===== src/common/ucf_pkg.sv =====
/*
  Constants for the USB DMA completion flag block: register offsets,
  field positions, reset values, bank indices and bus states.
  Assumes a 32-bit classic Wishbone slave port with byte addresses.
*/
package ucf_pkg;

  localparam int unsigned REG_W = 16;
  localparam int unsigned EP_W = 8;
  localparam int unsigned NUM_BANK = 4;
  localparam int unsigned ADR_W = 8;
  localparam int unsigned DAT_W = 32;

  // Byte addresses of the word registers
  localparam logic [ADR_W-1:0] OFS_OUT_DONE = 8'h00;
  localparam logic [ADR_W-1:0] OFS_IN_DONE = 8'h04;
  localparam logic [ADR_W-1:0] OFS_OUT_RLD = 8'h08;
  localparam logic [ADR_W-1:0] OFS_IN_RLD = 8'h0c;
  localparam logic [ADR_W-1:0] OFS_OUT_IE = 8'h10;
  localparam logic [ADR_W-1:0] OFS_IN_IE = 8'h14;
  localparam logic [ADR_W-1:0] OFS_OUT_CTRL = 8'h18;
  localparam logic [ADR_W-1:0] OFS_IN_CTRL = 8'h1c;
  localparam logic [ADR_W-1:0] OFS_SRC = 8'h20;
  localparam logic [ADR_W-1:0] OFS_ERR = 8'h24;
  localparam logic [ADR_W-1:0] OFS_ERR_IE = 8'h28;

  // Flag banks, indexed {kind, direction}
  localparam logic [1:0] BANK_OUT_DONE = 2'h0;
  localparam logic [1:0] BANK_IN_DONE = 2'h1;
  localparam logic [1:0] BANK_OUT_RLD = 2'h2;
  localparam logic [1:0] BANK_IN_RLD = 2'h3;

  localparam logic [EP_W-1:0] EP_MASK = 8'hfe;
  localparam logic [EP_W-1:0] EP_RST = 8'h00;
  localparam int unsigned CTRL_RLD_LSB = 8;

  localparam int unsigned SRC_W = 6;
  localparam int unsigned SRC_VALID = 5;
  localparam logic [SRC_W-1:0] SRC_NONE = 6'h00;

  localparam int unsigned ERR_W = 2;
  localparam int unsigned ERR_EP0 = 0;
  localparam int unsigned ERR_IDLE = 1;
  localparam logic [ERR_W-1:0] ERR_RST = 2'h0;

  localparam logic [DAT_W-1:0] DAT_ZERO = 32'h0000_0000;

  typedef enum logic [1:0] {
    UCF_ST_IDLE = 2'b01,
    UCF_ST_ACK = 2'b10
  } ucf_bus_st_t;

endpackage


===== src/rtl/ucf_flag_bank.sv =====
/*
  One bank of per-endpoint completion flags, bits 7 to 1.
  Assumes set and clear strobes come from logic on the same clock.
*/
`timescale 1ns/100ps
module ucf_flag_bank
  import ucf_pkg::*;
(
  input wire logic clk_i,
  input wire logic rst_i,
  input wire logic [EP_W-1:0] set_i,
  input wire logic [EP_W-1:0] clr_i,
  output logic [EP_W-1:0] flags_o
);

  logic [EP_W-1:0] flags_q;
  logic [EP_W-1:0] flags_d;

  // Set is applied after clear so a completion in a clearing cycle survives
  always_comb begin
    flags_d = ((flags_q & ~clr_i) | set_i) & EP_MASK;
  end

  always_ff @(posedge clk_i) begin
    if (rst_i) begin
      flags_q <= EP_RST;
    end else begin
      flags_q <= flags_d;
    end
  end

  assign flags_o = flags_q;

endmodule


===== src/rtl/ucf_dma_flags.sv =====
/*
  USB DMA completion flags: done and reload-done flag registers for OUT
  and IN endpoints 1 to 7, go and reload control bits, per-endpoint DMA
  interrupt enables, an interrupt source register that clears the flag
  it names when read, and a classic Wishbone slave.
  Assumes the DMA engine runs on clk_i and pulses dma_done_i for one
  cycle per finished transfer, with direction and endpoint valid then.
*/
// The Wishbone register port and the register addresses were left to the implementer.
`timescale 1ns/100ps
module ucf_dma_flags
  import ucf_pkg::*;
(
  input wire logic clk_i,
  input wire logic rst_i,
  input wire logic wb_cyc_i,
  input wire logic wb_stb_i,
  input wire logic wb_we_i,
  input wire logic [ADR_W-1:0] wb_adr_i,
  input wire logic [3:0] wb_sel_i,
  input wire logic [DAT_W-1:0] wb_dat_i,
  output logic wb_ack_o,
  output logic [DAT_W-1:0] wb_dat_o,
  input wire logic dma_done_i,
  input wire logic dma_dir_in_i,
  input wire logic [2:0] dma_ep_i,
  output logic [EP_W-1:0] out_go_o,
  output logic [EP_W-1:0] in_go_o,
  output logic [EP_W-1:0] out_reload_o,
  output logic [EP_W-1:0] in_reload_o,
  output logic dma_go_irq_o,
  output logic dma_rld_irq_o,
  output logic irq_o
);

  function automatic logic [EP_W-1:0] ep_onehot(input logic [2:0] ep);
    logic [EP_W-1:0] v;
    v = '0;
    v[ep] = 1'b1;
    return v;
  endfunction

  function automatic logic reg_hit(input logic [ADR_W-1:0] adr,
                                   input logic [ADR_W-1:0] ofs);
    return adr[ADR_W-1:2] == ofs[ADR_W-1:2];
  endfunction

  // Lowest index wins: done before reload, OUT before IN, low endpoint first
  function automatic logic [SRC_W-1:0] first_pending(
      input logic [NUM_BANK*EP_W-1:0] pend);
    logic [SRC_W-1:0] code;
    code = SRC_NONE;
    for (int i = NUM_BANK * EP_W - 1; i >= 0; i--) begin
      if (pend[i]) begin
        code = {1'b1, 5'(i)};
      end
    end
    return code;
  endfunction

  ucf_bus_st_t st_q;
  logic ack_q;
  logic [DAT_W-1:0] dat_q;
  logic [EP_W-1:0] go_q [2];
  logic [EP_W-1:0] rld_q [2];
  logic [EP_W-1:0] ie_q [2];
  logic [ERR_W-1:0] err_q;
  logic [ERR_W-1:0] err_ie_q;
  logic go_irq_q;
  logic rld_irq_q;
  logic irq_q;

  logic req;
  logic wr_lo;
  logic wr_hi;
  logic rd_src;
  logic [EP_W-1:0] ev_hit;
  logic [EP_W-1:0] rld_now;
  logic [EP_W-1:0] ev_go;
  logic [EP_W-1:0] ev_rld;
  logic ev_dir;
  logic [EP_W-1:0] set_v [NUM_BANK];
  logic [EP_W-1:0] clr_v [NUM_BANK];
  logic [EP_W-1:0] flags [NUM_BANK];
  logic [EP_W-1:0] pend [NUM_BANK];
  logic [NUM_BANK*EP_W-1:0] pend_flat;
  logic [SRC_W-1:0] src_code;
  logic [ERR_W-1:0] err_set;
  logic [ERR_W-1:0] err_clr;
  logic [ERR_W-1:0] err_d;
  logic [DAT_W-1:0] rd_mux;

  // Bus slave: one request is taken in IDLE, answered with a one-cycle ack
  assign req = wb_cyc_i && wb_stb_i && (st_q == UCF_ST_IDLE);
  assign wr_lo = req && wb_we_i && wb_sel_i[0];
  assign wr_hi = req && wb_we_i && wb_sel_i[1];
  assign rd_src = req && !wb_we_i && reg_hit(wb_adr_i, OFS_SRC);

  always_ff @(posedge clk_i) begin
    if (rst_i) begin
      st_q <= UCF_ST_IDLE;
    end else begin
      case (st_q)
        UCF_ST_IDLE: begin
          if (req) begin
            st_q <= UCF_ST_ACK;
          end
        end
        UCF_ST_ACK: begin
          st_q <= UCF_ST_IDLE;
        end
        default: begin
          st_q <= UCF_ST_IDLE;
        end
      endcase
    end
  end

  always_ff @(posedge clk_i) begin
    if (rst_i) begin
      ack_q <= 1'b0;
    end else begin
      ack_q <= req;
    end
  end

  // Completion events, endpoint zero is never flagged
  assign ev_dir = dma_dir_in_i;
  assign ev_hit = dma_done_i ? (ep_onehot(dma_ep_i) & EP_MASK) : EP_RST;
  assign rld_now = ev_dir ? rld_q[1] : rld_q[0];
  assign ev_go = ev_hit & ~rld_now;
  assign ev_rld = ev_hit & rld_now;

  // Bank index is {kind, direction}, bit index is the endpoint number
  always_comb begin
    for (int b = 0; b < NUM_BANK; b++) begin
      set_v[b] = EP_RST;
    end
    set_v[{1'b0, ev_dir}] = ev_go;
    set_v[{1'b1, ev_dir}] = ev_rld;
  end

  // Write-one clears, plus the flag named by a source register read
  always_comb begin
    for (int b = 0; b < NUM_BANK; b++) begin
      clr_v[b] = EP_RST;
    end
    if (wr_lo && reg_hit(wb_adr_i, OFS_OUT_DONE)) begin
      clr_v[BANK_OUT_DONE] = wb_dat_i[EP_W-1:0] & EP_MASK;
    end
    if (wr_lo && reg_hit(wb_adr_i, OFS_IN_DONE)) begin
      clr_v[BANK_IN_DONE] = wb_dat_i[EP_W-1:0] & EP_MASK;
    end
    if (wr_lo && reg_hit(wb_adr_i, OFS_OUT_RLD)) begin
      clr_v[BANK_OUT_RLD] = wb_dat_i[EP_W-1:0] & EP_MASK;
    end
    if (wr_lo && reg_hit(wb_adr_i, OFS_IN_RLD)) begin
      clr_v[BANK_IN_RLD] = wb_dat_i[EP_W-1:0] & EP_MASK;
    end
    if (rd_src && src_code[SRC_VALID]) begin
      clr_v[src_code[4:3]] = clr_v[src_code[4:3]] | ep_onehot(src_code[2:0]);
    end
  end

  for (genvar b = 0; b < NUM_BANK; b++) begin : g_bank
    ucf_flag_bank u_bank (
      .clk_i(clk_i),
      .rst_i(rst_i),
      .set_i(set_v[b]),
      .clr_i(clr_v[b]),
      .flags_o(flags[b])
    );
  end

  // One enable per endpoint gates both kinds of request
  always_comb begin
    for (int b = 0; b < NUM_BANK; b++) begin
      pend[b] = flags[b] & ie_q[b % 2];
      pend_flat[b*EP_W +: EP_W] = pend[b];
    end
  end

  assign src_code = first_pending(pend_flat);

  // Go and reload bits: software arms them, completions retire them
  always_ff @(posedge clk_i) begin
    if (rst_i) begin
      go_q[0] <= EP_RST;
      go_q[1] <= EP_RST;
    end else begin
      for (int d = 0; d < 2; d++) begin
        if (wr_lo && reg_hit(wb_adr_i, d == 0 ? OFS_OUT_CTRL : OFS_IN_CTRL)) begin
          go_q[d] <= wb_dat_i[EP_W-1:0] & EP_MASK & ~(ev_dir == d[0] ? ev_go : EP_RST);
        end else if (ev_dir == d[0]) begin
          go_q[d] <= go_q[d] & ~ev_go;
        end
      end
    end
  end

  always_ff @(posedge clk_i) begin
    if (rst_i) begin
      rld_q[0] <= EP_RST;
      rld_q[1] <= EP_RST;
    end else begin
      for (int d = 0; d < 2; d++) begin
        if (wr_hi && reg_hit(wb_adr_i, d == 0 ? OFS_OUT_CTRL : OFS_IN_CTRL)) begin
          rld_q[d] <= wb_dat_i[CTRL_RLD_LSB +: EP_W] & EP_MASK
                      & ~(ev_dir == d[0] ? ev_rld : EP_RST);
        end else if (ev_dir == d[0]) begin
          rld_q[d] <= rld_q[d] & ~ev_rld;
        end
      end
    end
  end

  // DMA interrupt enables, bit 0 stays zero
  always_ff @(posedge clk_i) begin
    if (rst_i) begin
      ie_q[0] <= EP_RST;
      ie_q[1] <= EP_RST;
    end else begin
      if (wr_lo && reg_hit(wb_adr_i, OFS_OUT_IE)) begin
        ie_q[0] <= wb_dat_i[EP_W-1:0] & EP_MASK;
      end
      if (wr_lo && reg_hit(wb_adr_i, OFS_IN_IE)) begin
        ie_q[1] <= wb_dat_i[EP_W-1:0] & EP_MASK;
      end
    end
  end

  // Error status: completion on endpoint zero, or on an endpoint not armed
  assign err_set[ERR_EP0] = dma_done_i && (dma_ep_i == 3'h0);
  assign err_set[ERR_IDLE] = |(ev_hit & ~(ev_dir ? (go_q[1] | rld_q[1])
                                                 : (go_q[0] | rld_q[0])));
  assign err_clr = (wr_lo && reg_hit(wb_adr_i, OFS_ERR)) ? wb_dat_i[ERR_W-1:0] : ERR_RST;
  assign err_d = (err_q & ~err_clr) | err_set;

  always_ff @(posedge clk_i) begin
    if (rst_i) begin
      err_q <= ERR_RST;
    end else begin
      err_q <= err_d;
    end
  end

  always_ff @(posedge clk_i) begin
    if (rst_i) begin
      err_ie_q <= ERR_RST;
    end else if (wr_lo && reg_hit(wb_adr_i, OFS_ERR_IE)) begin
      err_ie_q <= wb_dat_i[ERR_W-1:0];
    end
  end

  // Interrupt requests lag the flags by one cycle to come from flip-flops
  always_ff @(posedge clk_i) begin
    if (rst_i) begin
      go_irq_q <= 1'b0;
      rld_irq_q <= 1'b0;
      irq_q <= 1'b0;
    end else begin
      go_irq_q <= |(pend[BANK_OUT_DONE] | pend[BANK_IN_DONE]);
      rld_irq_q <= |(pend[BANK_OUT_RLD] | pend[BANK_IN_RLD]);
      irq_q <= (|pend_flat) || (|(err_q & err_ie_q));
    end
  end

  // Read data; unmapped addresses read as zero and ignore writes
  always_comb begin
    rd_mux = DAT_ZERO;
    if (reg_hit(wb_adr_i, OFS_OUT_DONE)) begin
      rd_mux[EP_W-1:0] = flags[BANK_OUT_DONE];
    end else if (reg_hit(wb_adr_i, OFS_IN_DONE)) begin
      rd_mux[EP_W-1:0] = flags[BANK_IN_DONE];
    end else if (reg_hit(wb_adr_i, OFS_OUT_RLD)) begin
      rd_mux[EP_W-1:0] = flags[BANK_OUT_RLD];
    end else if (reg_hit(wb_adr_i, OFS_IN_RLD)) begin
      rd_mux[EP_W-1:0] = flags[BANK_IN_RLD];
    end else if (reg_hit(wb_adr_i, OFS_OUT_IE)) begin
      rd_mux[EP_W-1:0] = ie_q[0];
    end else if (reg_hit(wb_adr_i, OFS_IN_IE)) begin
      rd_mux[EP_W-1:0] = ie_q[1];
    end else if (reg_hit(wb_adr_i, OFS_OUT_CTRL)) begin
      rd_mux[REG_W-1:0] = {rld_q[0], go_q[0]};
    end else if (reg_hit(wb_adr_i, OFS_IN_CTRL)) begin
      rd_mux[REG_W-1:0] = {rld_q[1], go_q[1]};
    end else if (reg_hit(wb_adr_i, OFS_SRC)) begin
      rd_mux[SRC_W-1:0] = src_code;
    end else if (reg_hit(wb_adr_i, OFS_ERR)) begin
      rd_mux[ERR_W-1:0] = err_q;
    end else if (reg_hit(wb_adr_i, OFS_ERR_IE)) begin
      rd_mux[ERR_W-1:0] = err_ie_q;
    end
  end

  always_ff @(posedge clk_i) begin
    if (rst_i) begin
      dat_q <= DAT_ZERO;
    end else if (req && !wb_we_i) begin
      dat_q <= rd_mux;
    end
  end

  assign wb_ack_o = ack_q;
  assign wb_dat_o = dat_q;
  assign out_go_o = go_q[0];
  assign in_go_o = go_q[1];
  assign out_reload_o = rld_q[0];
  assign in_reload_o = rld_q[1];
  assign dma_go_irq_o = go_irq_q;
  assign dma_rld_irq_o = rld_irq_q;
  assign irq_o = irq_q;

endmodule


===== config.mk =====
export PLATFORM = sky130hd
export DESIGN_NAME = ucf_dma_flags
export DESIGN_NICKNAME = d
export VERILOG_FILES = /design/src/common/ucf_pkg.sv /design/src/rtl/ucf_flag_bank.sv /design/src/rtl/ucf_dma_flags.sv
export SDC_FILE = /design/constraint.sdc
export NUM_CORES = 1
export LEC_CHECK = 0
export ABC_AREA = 0
export BUFFER_PORTS_ARGS = -buffer_cell sky130_fd_sc_hd__clkbuf_2
export CAP_MARGIN = 20
export CORE_MARGIN = 5
export CORE_UTILIZATION = 52
export DETAILED_ROUTE_END_ITERATION = 12
export PLACE_DENSITY = 0.74
export SLEW_MARGIN = 10
export SYNTH_ARGS = -nofsm -noshare
export SYNTH_HDL_FRONTEND = slang
export SYNTH_SLANG_ARGS = --single-unit
export TNS_END_PERCENT = 10

===== constraint.sdc =====
create_clock -name clk_i -period 6 [get_ports clk_i]
set_input_delay 1.2 -clock clk_i [delete_from_list [all_inputs] [get_ports clk_i]]
set_output_delay 1.2 -clock clk_i [all_outputs]
set_load 0.03 [all_outputs]

==> results.txt <==
----------------------------------------------------
[GRT]
  Global Route Usage Sum ... 0.330
  Antenna violations before repair ... 0
  Largest net degree at the start of global routing ... 33
  Number of global-route vias before repair ... 5,966
  Total congestion overflow after global routing ... 0
  Global-route wire length before repair ... 35,800 um

[Critical path]
  Worst path buffer plus inverter count ... 2
  Cells along the critical path ... clkbuf_2 -> inv_1 -> nor2_1 -> a21boi_1 -> nor2_1 -> a32oi_1 -> nor2_1
  Reg2Reg Depth ... 7
  Cell with the most instances on the worst path ... sky130_fd_sc_hd__nor2_1
  Cell type of the slowest stage on the worst timing path ... sky130_fd_sc_hd__a21boi_1
  Category of cells accounting for the largest share of critical-path delay ... buffers and inverters
  Required @ worst endpoint ... 6.08 ns
  Biggest fanout along the worst timing path ... 31
  Worst flop-to-flop path startpoint ... ie_q[0][0]
  Endpoint class of the critical path ... flop
  Destination of the worst register-to-register timing path ... g_bank[3].u_bank.flags_o[4]
  Timing startpoint of the critical path ... dma_dir_in_i
  Worst path arrival time ... 3.68 ns
  Setup slack, reg-to-reg ... 3.04 ns
  Startpoint-to-endpoint class of the critical path ... in -> reg
  Critical path launch point type ... input pin
  Delay of the slowest cell on the worst path ... 0.57 ns

[Timing]
  RSZ-0062 raised after global routing ... false
  Setup ws final ... 2.40 ns
  Final setup violation count ... 0
  Hold Vio Cnt, Final ... 0
  Transition time at the pin with the least slew margin ... 1.19 ns
  Post-route clock skew ... 0.00819 ns
  Max-slew headroom at the worst pin ... 0.202
  Fin crit share ... 0.600
  Minimum period implied by the final worst setup slack ... 3.60 ns
  Final Max Tran Viols ... 0
  Total Negative Setup Slacks ... 0 ns
  Upper clock frequency limit ... 278 MHz
  Worst hold-check slack ... 0.462 ns

[Finish]
  Post-layout net count ... 846
  Count of inserted antenna diode cells ... 0
  Fraction of final layout cells with drive strength greater than 1 ... 0.179
  Register Area ... 2320 um^2
  Number of fill cells in the layout ... 1,059
  Multi-input gate area ... 3480 um^2
  Final core area utilization ... 0.594
  Layout Area Growth over Synthesis ... 11.5%

[Floorplanning]
  DIE AREA ... 14,000 um^2
  Ports placed on the boundary ... 122
  Die width ... 118 um
  DIE HEIGHT ... 118 um
  Core Rows ... 39
  Initial cell density of the core ... 0.533
  Core region area ... 11,500 um^2

[Min path]
  HP Start ... wb_dat_o[5]
  Worst Hold Depth ... 2
  Destination of the worst hold path ... wb_dat_o[5]
  Hold/Removal Path Class ... reg -> reg

[Placement]
  Port bufs ... 79
  Routability-driven placement congestion ratio ... 0.976
  Setup slack at placement ... 2.09 ns
  Total half-perimeter wirelength after legalization and detailed placement ... 17,700 um

[Power and ir drop]
  Power per unit of standard cell area ... 238 nW/um^2
  P_leak ... 2.60 nW
  Maximum vdd drop ... 0.000200 V

[Clocking]
  H-tree levels ... 3
  Clock Sinks ... 95
  Clock edge transition at the registers on the reported setup and hold paths ... 0.07 ns
  Clock tree root buffer cell ... sky130_fd_sc_hd__clkbuf_16
  TritonCTS clock tree ... yes
  Clock insertion delay at the later pin of the skew report ... 0.36 ns
  Clock buffers created by TritonCTS ... 9
  Post-CTS setup buffer count ... 0
  Post-CTS Hold Buffers ... 0
  Post-cts resize count ... 0
  Largest buffer count on any clock path ... 2

[Synth]
  Count of flip-flops with a built-in enable after synthesis ... 42
  Number of register bits inferred by synthesis ... 95
  Total of warnings raised by yosys ... 0
  Most frequently used cell type in the post-synthesis netlist ... sky130_fd_sc_hd__nand2_1
  Syn Inst Count ... 723
  Average cell area after synthesis ... 8.45 um^2
  Cell variety after synth ... 77
  Cell accounting for the most synthesized area ... sky130_fd_sc_hd__edfxtp_1
  Post-synth ARST share ... 0
  Fraction of post-synthesis cell area in the top cell type by area ... 0.206
  Post-synth design cell area ... 6110 um^2
  Seq/Total Area, Yosys ... 0.380
  Synth top area cells ... sky130_fd_sc_hd__edfxtp_1, sky130_fd_sc_hd__dfxtp_1, sky130_fd_sc_hd__nand2_1, sky130_fd_sc_hd__nor2_1, sky130_fd_sc_hd__a21oi_1
  Most instantiated cells after synthesis ... sky130_fd_sc_hd__nand2_1, sky130_fd_sc_hd__nor2_1, sky130_fd_sc_hd__a21oi_1
  Most common flop cell mapped by yosys ... sky130_fd_sc_hd__dfxtp_1

[Drt]
  Antenna-violating nets left ... 0
  Average wire per cell in the routed design ... 25.3 um
  DRC viols ... 0
  Via Count ... 6,439
  Detailed-route vias per instance ... 6.85
  Total Routed Length ... 23,800 um
  Number of detailed-route iterations in the first pass ... 8
  Starting DRT DRC Count ... 940

[Run status]
  Run status ... complete, no violations

[Job]
  Max-cap violations ... 0

----------------------------------------------------
## power by group
part | internal [mW] | switching, mW | leakage [nW]
clock | 0.329 | 0.270 | 0.148
combinational | 0.0774 | 0.192 | 1.57
sequential | 0.705 | 0.0465 | 0.880
total | 1.11 | 0.509 | 2.60
## cell families after synthesis
kind of cell	synth area share
XOR/XNOR	0.00266
buffers and inverters	0.0651
other	0.000614
AO/OA/AOI/OAI	0.263
AND/OR/NAND/NOR	0.234
flip-flops	0.380
multiplexers	0.0549
## worst min-delay path, cell delays in order (launching register included)
cell and delay (ns):
sky130_fd_sc_hd__dfxtp_1 0.31, sky130_fd_sc_hd__nand2_1 0.06, sky130_fd_sc_hd__a21oi_1 0.05
## flip-flops by register name, summed over array words and instances (netlist names), 2 cells and up
signal	count
wb_dat_o	15
ie_q	14
err_ie_q	2
g_bank.u_bank.flags_o	28
st_q	2
err_q	2
go_q	14
rld_q	14
## layout by cell type, fill, tap and decap left out, types with 8 or more instances in the layout
master | synthesis | layout
sky130_fd_sc_hd__nand2_1 | 90 | 90
sky130_fd_sc_hd__nor2_1 | 89 | 89
sky130_fd_sc_hd__clkbuf_2 | 0 | 80
sky130_fd_sc_hd__a21oi_1 | 56 | 56
sky130_fd_sc_hd__dfxtp_1 | 53 | 53
sky130_fd_sc_hd__edfxtp_1 | 42 | 42
sky130_fd_sc_hd__nor3_1 | 37 | 36
sky130_fd_sc_hd__o21ai_0 | 32 | 32
sky130_fd_sc_hd__nand3_1 | 22 | 22
sky130_fd_sc_hd__a22oi_1 | 21 | 21
sky130_fd_sc_hd__conb_1 | 1 | 21
sky130_fd_sc_hd__inv_1 | 20 | 20
sky130_fd_sc_hd__a211oi_1 | 18 | 18
sky130_fd_sc_hd__a32oi_1 | 13 | 13
sky130_fd_sc_hd__mux2i_1 | 11 | 11
sky130_fd_sc_hd__and2_1 | 9 | 9
sky130_fd_sc_hd__a21boi_0 | 9 | 9
sky130_fd_sc_hd__clkbuf_16 | 0 | 9
sky130_fd_sc_hd__o22ai_1 | 8 | 8
sky130_fd_sc_hd__nor3b_1 | 8 | 8
sky130_fd_sc_hd__mux2_2 | 8 | 8
## worst max-delay path by stage
| stage | cells after the start | slack (ns) | to |
|---|---|---|---|
| after global placement | 7 | 2.10 | go_q[1][7] |
| after detailed placement | 7 | 2.09 | go_q[1][5] |
| after global routing | 7 | 2.14 | go_q[1][2] |
| final | 7 | 2.40 | go_q[1][5] |
| after floorplan | 2 | 3.04 | ie_q[0][10] |
| after CTS | 7 | 2.46 | go_q[1][5] |
## per-stage QoR
step	total power [mW]	area [um^2]	instances
floorplan	0.934	6190	743
detailed placement	1.02	6500	921
finish	1.62	6810	940
CTS	1.61	6800	937
global placement	1.02	6500	920
global route	1.66	6810	940
## per-layer routing
| metal | share of wire | vias up | track usage |
|---|---|---|---|
| met3 | 0.12 | 60 | 0.0802 |
| met2 | 0.44 | 516 | 0.494 |
| li1 | - | 2842 | - |
| met5 | 0 | - | 0 |
| met4 | 0.035 | 0 | 0.120 |
| met1 | 0.40 | 3021 | 0.464 |
## final cells by class
class,instances,area share
clock buffers,11,0.0347
inverters,20,0.0110
well taps,143,0.0263
repair buffers,89,0.0679
clock inverters,5,0.00826
multi-input cells,577,0.511
flip-flops and latches,95,0.341
(Power assumes the default switching activity.)
